$ cat src/rtl/pbr_pkg.sv
/*
 * shared constants and types for the long-press reset timer.
 * assumes a single 50 MHz clock and a synchronous active-high reset.
 */
package pbr_pkg;

	// product variant, one-hot
	typedef enum logic [3:0]
	{
		PBR_VAR_LEVEL = 4'h1, // dual input, released by a button going high
		PBR_VAR_PULSE_SHORT = 4'h2, // dual input, short fixed pulse
		PBR_VAR_PULSE_LONG = 4'h4, // dual input, long fixed pulse
		PBR_VAR_SINGLE = 4'h8 // single input, long fixed pulse
	} pbr_variant_t;

	// controller states, one-hot
	typedef enum logic [3:0]
	{
		PBR_ST_IDLE = 4'h1, // low power, timer stopped
		PBR_ST_HOLD = 4'h2, // press being timed
		PBR_ST_ASSERT = 4'h4, // reset line pulled low
		PBR_ST_WAIT = 4'h8 // pulse done, waiting for release
	} pbr_state_t;

	localparam int PBR_CNT_W = 30;
	localparam int PBR_CLK_HZ = 50_000_000;
	localparam int PBR_CYC_PER_MS = PBR_CLK_HZ / 1000;

	// times as printed, in milliseconds
	localparam int PBR_HOLD_LONG_MS = 12500;
	localparam int PBR_HOLD_MID_MS = 7500;
	localparam int PBR_HOLD_ZERO_MS = 0;
	localparam int PBR_PULSE_SHORT_MS = 80;
	localparam int PBR_PULSE_LONG_MS = 400;

	// derived cycle counts
	localparam logic [PBR_CNT_W-1:0] PBR_HOLD_LONG_CYC =
		PBR_CNT_W'(PBR_HOLD_LONG_MS * PBR_CYC_PER_MS);
	localparam logic [PBR_CNT_W-1:0] PBR_HOLD_MID_CYC =
		PBR_CNT_W'(PBR_HOLD_MID_MS * PBR_CYC_PER_MS);
	localparam logic [PBR_CNT_W-1:0] PBR_HOLD_ZERO_CYC =
		PBR_CNT_W'(PBR_HOLD_ZERO_MS * PBR_CYC_PER_MS);
	localparam logic [PBR_CNT_W-1:0] PBR_PULSE_SHORT_CYC =
		PBR_CNT_W'(PBR_PULSE_SHORT_MS * PBR_CYC_PER_MS);
	localparam logic [PBR_CNT_W-1:0] PBR_PULSE_LONG_CYC =
		PBR_CNT_W'(PBR_PULSE_LONG_MS * PBR_CYC_PER_MS);

	// reset values
	localparam logic [PBR_CNT_W-1:0] PBR_CNT_RST = 30'h0000_0000;
	localparam logic PBR_PIN_IDLE = 1'h1; // released buttons read high

endpackage : pbr_pkg

$ cat src/rtl/pbr_sync.sv
/*
 * two-flop synchroniser for slow pins.
 * assumes inputs are asynchronous to sys_clk_in; reset value is a constant.
 */
module pbr_sync #(
	parameter int WIDTH = 1,
	parameter logic RST_VAL = 1'h1
) (
	input wire logic sys_clk_in,
	input wire logic srst_in,
	input wire logic [WIDTH-1:0] async_in,
	output logic [WIDTH-1:0] sync_out
);
	import pbr_pkg::*;

	logic [WIDTH-1:0] meta_ff;
	logic [WIDTH-1:0] sync_ff;
	logic [WIDTH-1:0] nxt_meta;
	logic [WIDTH-1:0] nxt_sync;

	// first stage is read only by the second
	always_comb
	begin
		nxt_meta = async_in;
		nxt_sync = meta_ff;
		if (srst_in)
		begin
			nxt_meta = {WIDTH{RST_VAL}};
			nxt_sync = {WIDTH{RST_VAL}};
		end
	end

	always_ff @(posedge sys_clk_in)
	begin
		meta_ff <= nxt_meta;
		sync_ff <= nxt_sync;
	end

	assign sync_out = sync_ff;

endmodule : pbr_sync

$ cat src/rtl/pbr_timer.sv
/*
 * long-press reset timer: one or two active-low buttons held for the
 * selected delay pull an open-drain reset line low.
 * assumes buttons and the strap are asynchronous pins, a pull-up on the
 * reset line outside, and that the strap is not moved during a press.
 */
module pbr_timer #(
	parameter pbr_pkg::pbr_variant_t VARIANT = pbr_pkg::PBR_VAR_LEVEL,
	parameter logic [pbr_pkg::PBR_CNT_W-1:0] HOLD_LONG_CYC = pbr_pkg::PBR_HOLD_LONG_CYC,
	parameter logic [pbr_pkg::PBR_CNT_W-1:0] HOLD_MID_CYC = pbr_pkg::PBR_HOLD_MID_CYC,
	parameter logic [pbr_pkg::PBR_CNT_W-1:0] HOLD_ZERO_CYC = pbr_pkg::PBR_HOLD_ZERO_CYC,
	parameter logic [pbr_pkg::PBR_CNT_W-1:0] PULSE_SHORT_CYC = pbr_pkg::PBR_PULSE_SHORT_CYC,
	parameter logic [pbr_pkg::PBR_CNT_W-1:0] PULSE_LONG_CYC = pbr_pkg::PBR_PULSE_LONG_CYC
) (
	input wire logic sys_clk_in,
	input wire logic srst_in,
	input wire logic button_in_a_n_in,
	input wire logic button_in_b_n_in,
	input wire logic delay_select_in,
	output logic reset_out_n_out,
	output logic reset_out_n_oe_out,
	output logic timer_active_out
);
	import pbr_pkg::*;

	localparam bit IS_LEVEL = (VARIANT == PBR_VAR_LEVEL);
	localparam bit IS_SINGLE = (VARIANT == PBR_VAR_SINGLE);

	// delay choice per variant and strap level
	function automatic logic [PBR_CNT_W-1:0] hold_for(input logic sel);
		logic [PBR_CNT_W-1:0] val;
		val = HOLD_MID_CYC;
		if (sel)
		begin
			val = IS_LEVEL ? HOLD_LONG_CYC : HOLD_ZERO_CYC;
		end
		return val;
	endfunction : hold_for

	localparam logic [PBR_CNT_W-1:0] PULSE_CYC =
		(VARIANT == PBR_VAR_PULSE_SHORT) ? PULSE_SHORT_CYC : PULSE_LONG_CYC;
	localparam logic [PBR_CNT_W-1:0] ONE = 30'h0000_0001;

	logic [2:0] pins_sync;
	logic btn_a_n;
	logic btn_b_n;
	logic sel_sync;
	logic pressed;

	pbr_state_t state_ff;
	pbr_state_t nxt_state;
	logic [PBR_CNT_W-1:0] cnt_ff;
	logic [PBR_CNT_W-1:0] nxt_cnt;
	logic [PBR_CNT_W-1:0] target_ff;
	logic [PBR_CNT_W-1:0] nxt_target;
	logic oe_ff;
	logic nxt_oe;
	logic pin_ff;
	logic nxt_pin;
	logic active_ff;
	logic nxt_active;

	// all pins are asynchronous; buttons idle high
	pbr_sync #(
		.WIDTH(3),
		.RST_VAL(PBR_PIN_IDLE)
	) u_sync (
		.sys_clk_in(sys_clk_in),
		.srst_in(srst_in),
		.async_in({delay_select_in, button_in_b_n_in, button_in_a_n_in}),
		.sync_out(pins_sync)
	);

	assign btn_a_n = pins_sync[0];
	assign btn_b_n = pins_sync[1];
	assign sel_sync = pins_sync[2];

	// single variant ignores the second button entirely
	assign pressed = IS_SINGLE ? !btn_a_n : (!btn_a_n && !btn_b_n);

	// press timing and pulse sequencing
	always_comb
	begin
		nxt_state = state_ff;
		nxt_cnt = cnt_ff;
		nxt_target = target_ff;
		case (state_ff)
			PBR_ST_IDLE:
			begin
				nxt_cnt = PBR_CNT_RST;
				// strap read at press start; later moves are the system's fault
				nxt_target = hold_for(sel_sync);
				if (pressed)
				begin
					if (hold_for(sel_sync) == PBR_CNT_RST)
					begin
						nxt_state = PBR_ST_ASSERT; // zero delay
					end
					else if (hold_for(sel_sync) == ONE)
					begin
						nxt_state = PBR_ST_ASSERT;
					end
					else
					begin
						nxt_state = PBR_ST_HOLD;
						nxt_cnt = ONE;
					end
				end
			end
			PBR_ST_HOLD:
			begin
				if (!pressed)
				begin
					nxt_state = PBR_ST_IDLE; // abandon, restart from zero
					nxt_cnt = PBR_CNT_RST;
				end
				else if (cnt_ff == target_ff - ONE)
				begin
					nxt_state = PBR_ST_ASSERT;
					nxt_cnt = PBR_CNT_RST;
				end
				else
				begin
					nxt_cnt = cnt_ff + ONE;
				end
			end
			PBR_ST_ASSERT:
			begin
				if (IS_LEVEL)
				begin
					if (!pressed)
					begin
						nxt_state = PBR_ST_IDLE;
						nxt_cnt = PBR_CNT_RST;
					end
				end
				else if (cnt_ff == PULSE_CYC - ONE)
				begin
					nxt_state = PBR_ST_WAIT; // pulse done
					nxt_cnt = PBR_CNT_RST;
				end
				else
				begin
					nxt_cnt = cnt_ff + ONE; // pulse runs on even if released
				end
			end
			PBR_ST_WAIT:
			begin
				nxt_cnt = PBR_CNT_RST;
				if (!pressed)
				begin
					nxt_state = PBR_ST_IDLE; // need release before rearm
				end
			end
			default:
			begin
				nxt_state = PBR_ST_IDLE;
				nxt_cnt = PBR_CNT_RST;
			end
		endcase
		if (srst_in)
		begin
			nxt_state = PBR_ST_IDLE;
			nxt_cnt = PBR_CNT_RST;
			nxt_target = HOLD_MID_CYC;
		end
	end

	// output drivers follow the next state so the pin has no extra lag
	always_comb
	begin
		nxt_oe = (nxt_state == PBR_ST_ASSERT); // pull low only while asserting
		nxt_pin = 1'h0; // never drives high
		nxt_active = (nxt_state == PBR_ST_HOLD) || (nxt_state == PBR_ST_ASSERT);
		if (srst_in)
		begin
			nxt_oe = 1'h0;
			nxt_active = 1'h0;
		end
	end

	always_ff @(posedge sys_clk_in)
	begin
		state_ff <= nxt_state;
		cnt_ff <= nxt_cnt;
		target_ff <= nxt_target;
		oe_ff <= nxt_oe;
		pin_ff <= nxt_pin;
		active_ff <= nxt_active;
	end

	assign reset_out_n_out = pin_ff;
	assign reset_out_n_oe_out = oe_ff;
	assign timer_active_out = active_ff;

	// checks
	a_oe_tracks_state: assert property (@(posedge sys_clk_in) disable iff (srst_in)
		!reset_out_n_out && (reset_out_n_oe_out == (state_ff == PBR_ST_ASSERT)))
		else $error("reset line driven outside assert state");

	a_level_release: assert property (@(posedge sys_clk_in) disable iff (srst_in)
		(IS_LEVEL && reset_out_n_oe_out && !pressed) |=> !reset_out_n_oe_out)
		else $error("level variant held reset after a button went high");

	a_level_holds: assert property (@(posedge sys_clk_in) disable iff (srst_in)
		(IS_LEVEL && reset_out_n_oe_out && pressed) |=> reset_out_n_oe_out)
		else $error("level variant dropped reset while pressed");

	a_assert_cause: assert property (@(posedge sys_clk_in) disable iff (srst_in)
		$rose(reset_out_n_oe_out) |-> $past(pressed) &&
		(($past(state_ff) == PBR_ST_HOLD && $past(cnt_ff) == $past(target_ff) - ONE) ||
		($past(state_ff) == PBR_ST_IDLE && $past(hold_for(sel_sync)) <= ONE)))
		else $error("reset asserted without a full hold");

	a_press_abandon: assert property (@(posedge sys_clk_in) disable iff (srst_in)
		(state_ff == PBR_ST_HOLD && !pressed) |=>
		(state_ff == PBR_ST_IDLE && cnt_ff == PBR_CNT_RST && !reset_out_n_oe_out))
		else $error("early release did not abandon the count");

	a_pulse_length: assert property (@(posedge sys_clk_in) disable iff (srst_in)
		(!IS_LEVEL && $fell(reset_out_n_oe_out)) |->
		($past(cnt_ff) == PULSE_CYC - ONE && state_ff == PBR_ST_WAIT))
		else $error("reset pulse ended at the wrong count");

	a_no_retrigger: assert property (@(posedge sys_clk_in) disable iff (srst_in)
		(state_ff == PBR_ST_WAIT && pressed) |=> !reset_out_n_oe_out)
		else $error("reset re-asserted before release");

	a_timer_idle: assert property (@(posedge sys_clk_in) disable iff (srst_in)
		(state_ff == PBR_ST_IDLE || state_ff == PBR_ST_WAIT) |->
		(cnt_ff == PBR_CNT_RST && !timer_active_out))
		else $error("timer running while idle");

	a_zero_delay: assert property (@(posedge sys_clk_in) disable iff (srst_in)
		(!IS_LEVEL && state_ff == PBR_ST_IDLE && pressed && sel_sync) |=> reset_out_n_oe_out)
		else $error("zero delay did not assert at once");

	c_full_hold: cover property (@(posedge sys_clk_in) disable iff (srst_in)
		state_ff == PBR_ST_HOLD ##1 state_ff == PBR_ST_ASSERT);
	c_abandon: cover property (@(posedge sys_clk_in) disable iff (srst_in)
		state_ff == PBR_ST_HOLD ##1 state_ff == PBR_ST_IDLE);
	c_pulse_done: cover property (@(posedge sys_clk_in) disable iff (srst_in)
		state_ff == PBR_ST_WAIT ##1 state_ff == PBR_ST_IDLE);

endmodule : pbr_timer

$ cat config.mk
export PLATFORM = sky130hd
export DESIGN_NAME = pbr_timer
export DESIGN_NICKNAME = d
export VERILOG_FILES = /design/src/rtl/pbr_pkg.sv /design/src/rtl/pbr_sync.sv /design/src/rtl/pbr_timer.sv
export SDC_FILE = /design/constraint.sdc
export NUM_CORES = 1
export LEC_CHECK = 0
export BUFFER_PORTS_ARGS = -buffer_cell sky130_fd_sc_hd__buf_2
export CAP_MARGIN = 20
export CORE_AREA = 2 2 75 95
export DETAILED_ROUTE_END_ITERATION = 8
export DIE_AREA = 0 0 77 97
export PLACE_DENSITY = 0.5
export SETUP_SLACK_MARGIN = 0.4
export SLEW_MARGIN = 20
export SYNTH_ARGS = -nofsm -noshare
export SYNTH_HDL_FRONTEND = slang
export SYNTH_HIERARCHICAL = 1
export SYNTH_SLANG_ARGS = --single-unit
$ cat constraint.sdc
create_clock -name sys_clk_in -period 3.53 [get_ports sys_clk_in]
set_input_delay 0.1765 -clock sys_clk_in [delete_from_list [all_inputs] [get_ports sys_clk_in]]
set_output_delay 0.1765 -clock sys_clk_in [all_outputs]
set_load 0.005 [all_outputs]
# --- Word-level counts from Yosys, hierarchy flattened ---
# Index checks and enable logic that the tools add are counted.
op_classes:
  add_sub_neg: 2
  n_mux: 21
  eq_ne: 9
  n_reduce_logical: 6
ops:
  columns: ["operator", "count"]
  rows:
  - ["$mux W30", 9]
  - ["$pmux W30 S3", 1]
  - ["$add A30 B1 Y30 const B", 1]
  - ["$eq A30 B1 Y1 const B", 1]
  - ["$eq A30 B30 Y1", 1]
  - ["$logic_not A30 Y1", 1]
  - ["$sub A30 B1 Y30 const B", 1]
  - ["$mux W4", 5]
  - ["$pmux W4 S3", 1]
  - ["$eq A4 B2 Y1 const B", 2]
  - ["$eq A4 B3 Y1 const B", 2]
  - ["$mux W3", 2]
  - ["$eq A4 B1 Y1 const B", 1]
  - ["$eq A4 B4 Y1 const B", 1]
  - ["$mux W1", 3]
  - ["$logic_not A1 Y1", 2]
  - ["$ne A2 B2 Y1 const B", 1]
  - ["$reduce_or A2 Y1", 1]
  - ["$logic_and A1 B1 Y1", 1]
  - ["$logic_or A1 B1 Y1", 1]
word_totals:
  reg_bits: 72
  word_cells: 45

# --- Depth between registers and ports, before layout ---
depth:
  ltp_word: 16
  ltp_mapped: 9
  mapped_depth_nobuf: 7

# --- Cells and area by module ---
# Netlist, hierarchy kept.
by_module_without_submodules:
  columns: ["mod", "area_per_inst_um2", "cells_per_inst", "instances"]
  rows:
  - ["pbr_timer", 2068.2, 252, 1]
  - ["pbr_sync", 157.7, 12, 1]

# --- Least setup slack after synthesis ---
# OpenSTA, ideal clock, no wires.
synth_timing:
  path_type: "register -> register"
  startpoint: "register u_sync.sync_ff[1], in the netlist u_sync/sync_out[1]"
  endpoint: "register cnt_ff[21]"
  setup_time_ns: 0.133
  arrival_ns: 1.831
  path_buffers: 1
  setup_slack_ns: 1.566
  required_time_ns: 3.397
  stages_incl_launch_ff: 8
  cell_sequence: "dfxtp_1 or4_4 or3_1 buf_6 and3_4 and3_4 a41oi_2 a211oi_1"
synth_between:
  elab_chain_len: 4
  word_cells_on_any_way: 5
  classes_between: "eq/ne: 1; mux: 2; reduce/logical: 2"
synth_lines:
  columns: ["element", "line_no", "rtl"]
  rows:
  - ["start: declaration", "pbr_sync.sv:17", "logic [WIDTH-1:0] sync_ff;"]
  - ["start signal: assignment", "pbr_sync.sv:36", "sync_ff <= nxt_sync;"]
  - ["$logic_not A1 Y1 (*)", "pbr_timer.sv:79", "assign pressed = IS_SINGLE ? !btn_a_n : (!btn_a_n && !btn_b_n);"]
  - ["$logic_and A1 B1 Y1 (*)", "pbr_timer.sv:79", null]
  - ["$mux W30", "pbr_timer.sv:112", "if (!pressed)"]
  - ["$pmux W30 S3", "pbr_timer.sv:87", "case (state_ff)"]
  - ["end signal: assignment", "pbr_timer.sv:185", "cnt_ff <= nxt_cnt;"]
  - ["end: declaration", "pbr_timer.sv:52", "logic [PBR_CNT_W-1:0] cnt_ff;"]
# Mark *: on every way between the ends. The rest lies on a longest branch, timed or not.
# A chain may end at the register's enable or synchronous reset.

# --- Worst setup path in the final report ---
layout_timing:
  startpoint: "register cnt_ff[0]"
  endpoint: "register cnt_ff[7]"
layout_between:
  elab_chain_len: 4
  word_cells_on_any_way: 5
  classes_between: "add/sub: 1; eq/ne: 1; mux: 3"
layout_lines:
  columns: ["element", "line_no", "rtl"]
  rows:
  - ["$add A30 B1 Y30 / $eq A30 B30 Y1 (equally long branches)", null, null]
  - ["$mux W30 (*)", "pbr_timer.sv:117", "else if (cnt_ff == target_ff - ONE)"]
  - ["$mux W30 (*)", "pbr_timer.sv:112", null]
  - ["$pmux W30 S3 (*)", "pbr_timer.sv:87", null]
# Marks and branches as above.

==> impl_metrics.toml <==
[run_status]
status = "finished, final reports clean"

[final_layout]
regArea_um2 = 881
final_util_pct = 36.4
drive_above_1_share_pct = 9.51
area_growth_pct = 6.58
nNetsFinal = 269
n_fill_cell = 721
antennaDiodeCount = 0
multi_input_area_um2 = 1230

[cts]
root_buffer = "clkbuf_8"
cts_resized = 0
postCtsSetupRepairBufs = 0
insertion_delay_ns = 0.29
cts_hold_buf = 0
cts_tree = "yes"
clock_tree.buffer_depth = 2
cts_buffers = 5
cts_sinks = 44
clk_pin_slew_ns = 0.08
htree_levels = 2

[drt]
wl_mm = 4.88
viasPerCell = 5.25
post_drt_wl_per_cell_um = 13.9
dr.pass1.iters = 4
drc = 0
vias = 1837
postRouteAntennaNets = 0
drt_iter0_drc = 64

[placement]
io_buffer_count = 6
dp_hpwl_mm = 3.47
place_congestion = 0.753

[critical_path]
start_kind = "flop"
worstPathCellList = "ha_1, nand4_1, nor4_1, and3_1, a21oi_2, or4b_1, a31oi_1"
arrival_ns = 2.74
critical_path_class = "reg -> reg"
cp_data_required_time_ns = 3.75
endpoint_kind = "flop"
critPathMaxFanout = 21
max_stage_delay_ns = 0.72
cpMaxStageDelayCell = "a21oi_2"

[job]
drv_cap = 0

[synth]
synth_ff_type = "dfxtp_1"
synth-edff-count = 0
synthTopCellsByArea = "dfxtp_1, nor2_1, nand4_1, nand3_1, nand2_1"
syn-num-nets = 270
yosysTopAreaCell = "dfxtp_1"
ys.warnings.count = 6
synth.lib_cells_used.distinct = 51
synth-seq-area-share_pct = 39.6
synth_top_area_share_pct = 39.6
synth_most_common_cell = "dfxtp_1"
async_reset_ff_share_pct = 0
ys_ff_latch = 44
syn_area_per_cell_um2 = 8.43
syn_inst = 264
synth.cell_area_um2 = 2230
synth_common_cells = "dfxtp_1, nor2_1, nand2_1, nand3_1, nand4_1"

[global_routing]
grt_overflow_total = 0
grt_pass1_vias = 1765
grt_pass1_wl_mm = 8.51
grt_max_degree = 26
grt_use_total_pct = 14.0
antenna_found_initial = 0

[power_and_ir_drop]
total_power_w = 0.000861
combPwrFrac_pct = 1.9
switchingPower_w = 0.000179
power_leakage_nw = 0.725
peakVddDrop_v = 0.000188
swShare_pct = 20.7
seq_power_share_pct = 58.6
power-per-cell-area_nw_per_um2 = 363
clockPowerShare_pct = 39.5
internal_power_w = 0.000682

[sta]
setup_viol = 0
hold_slack_ns = 0.0538
max_freq_mhz = 397
tns_ns = 0
slew_headroom_pct = 41.1
worst_clock_skew_ns = 0.00374
min_period_ns = 2.52
period_share_pct = 71.3
slew_violations = 0
worstMarginPinSlew_ns = 0.883
rsz0062_at_grt = "no"
finalHoldViolCount = 0

[die]
pin_count = 8
core_area_um2 = 6520
fp.dieH_um = 97
initial_core_util_pct = 34.1
dieWidth_um = 77
rows = 33
die-area_um2 = 7470

[worst_hold_path]
min_path_type = "in -> reg"
==> registers in the layout, summed over array words and instances (netlist names) <==
signal              count
u_sync/sync_out         3
reset_out_n_oe_out      1
timer_active_out        1
target_ff               2
u_sync/meta_ff          3
cnt_ff                 30
state_ff                4
==> cell families after synthesis <==
group	share of synthesized area [%]
compound gates	12.7
xor+xnor	6.30
fa+ha+maj	0.562
buf+inv	5.00
flops	39.6
mux	0.450
other cells	0.168
simple gates	35.2
==> layer usage <==
metal  track usage (%)  vias to the layer above  wire length, um  part of all wire, %
met2              22.9                       23             2320                   48
met3              2.80                       10              111                  2.3
li1                  -                      943                -                    -
met1              18.2                      861             2330                   48
met5                 0                        -                0                    0
met4              5.36                        0              117                  2.4
==> placed cells by master (no fill, tap or decap), types with 6 or more instances in the layout <==
cell,instances
inv_1,6
nor2_1,34
xor2_1,6
o21ai_0,8
xnor2_1,10
nand4_1,16
nand3_1,19
nand2_1,24
a21oi_1,6
or2_1,6
clkbuf_8,7
dfxtp_1,44
a31oi_1,8
buf_2,6
==> cell type report <==
cell class                 count  share of cell area (%)
multi-input combinational    200                    52.0
sequential                    44                    37.1
tap                           87                    4.59
clock buffer                   7                    4.06
timing repair buffer           6                    1.27
inverter                       6                   0.949
==> final timing paths <==
path	startpoint	to	slack (ns)	cells after the start
hold / removal	button_in_a_n_in	u_sync/meta_ff[0]$_SDFF_PP1_	0.05	2
hold reg to reg	u_sync/meta_ff[1]$_SDFF_PP1_	u_sync/sync_out[1]$_SDFF_PP1_	0.41	1
setup / recovery	cnt_ff[0]$_SDFFE_PP0P_	cnt_ff[7]$_SDFFE_PP0P_	1.01	7
setup reg to reg	cnt_ff[0]$_SDFFE_PP0P_	cnt_ff[7]$_SDFFE_PP0P_	1.01	7
==> power by group through the flow <==
stage	clock (W)	combinational [W]	sequential [W]
global route	0.000370	0.0000191	0.000505
finish	0.000340	0.0000167	0.000505
CTS	0.000352	0.0000171	0.000505
detailed placement	0	0.0000171	0.000516
floorplan	0	0.0000129	0.000515
global placement	0	0.0000169	0.000516
==> worst max-delay path: cells and delay by family (launching register included) <==
kind | cells | cell delay (ns)
flip-flops | 1 | 0.34
AND/OR/NAND/NOR | 4 | 0.96
AO/OA/AOI/OAI | 2 | 0.89
adder cells (fa/ha/maj) | 1 | 0.25
==> stage by stage <==
| step | cells | worst slack, ns | instance area [um2] |
|---|---|---|---|
| finish | 350 | 1.01 | 2370 |
| global route | 350 | 0.776 | 2370 |
| CTS | 350 | 1.00 | 2370 |
| detailed placement | 343 | 1.02 | 2280 |
| global placement | 343 | 1.02 | 2280 |
| floorplan | 264 | 1.57 | 2230 |
No activity file was read; power rests on OpenSTA's default activity.
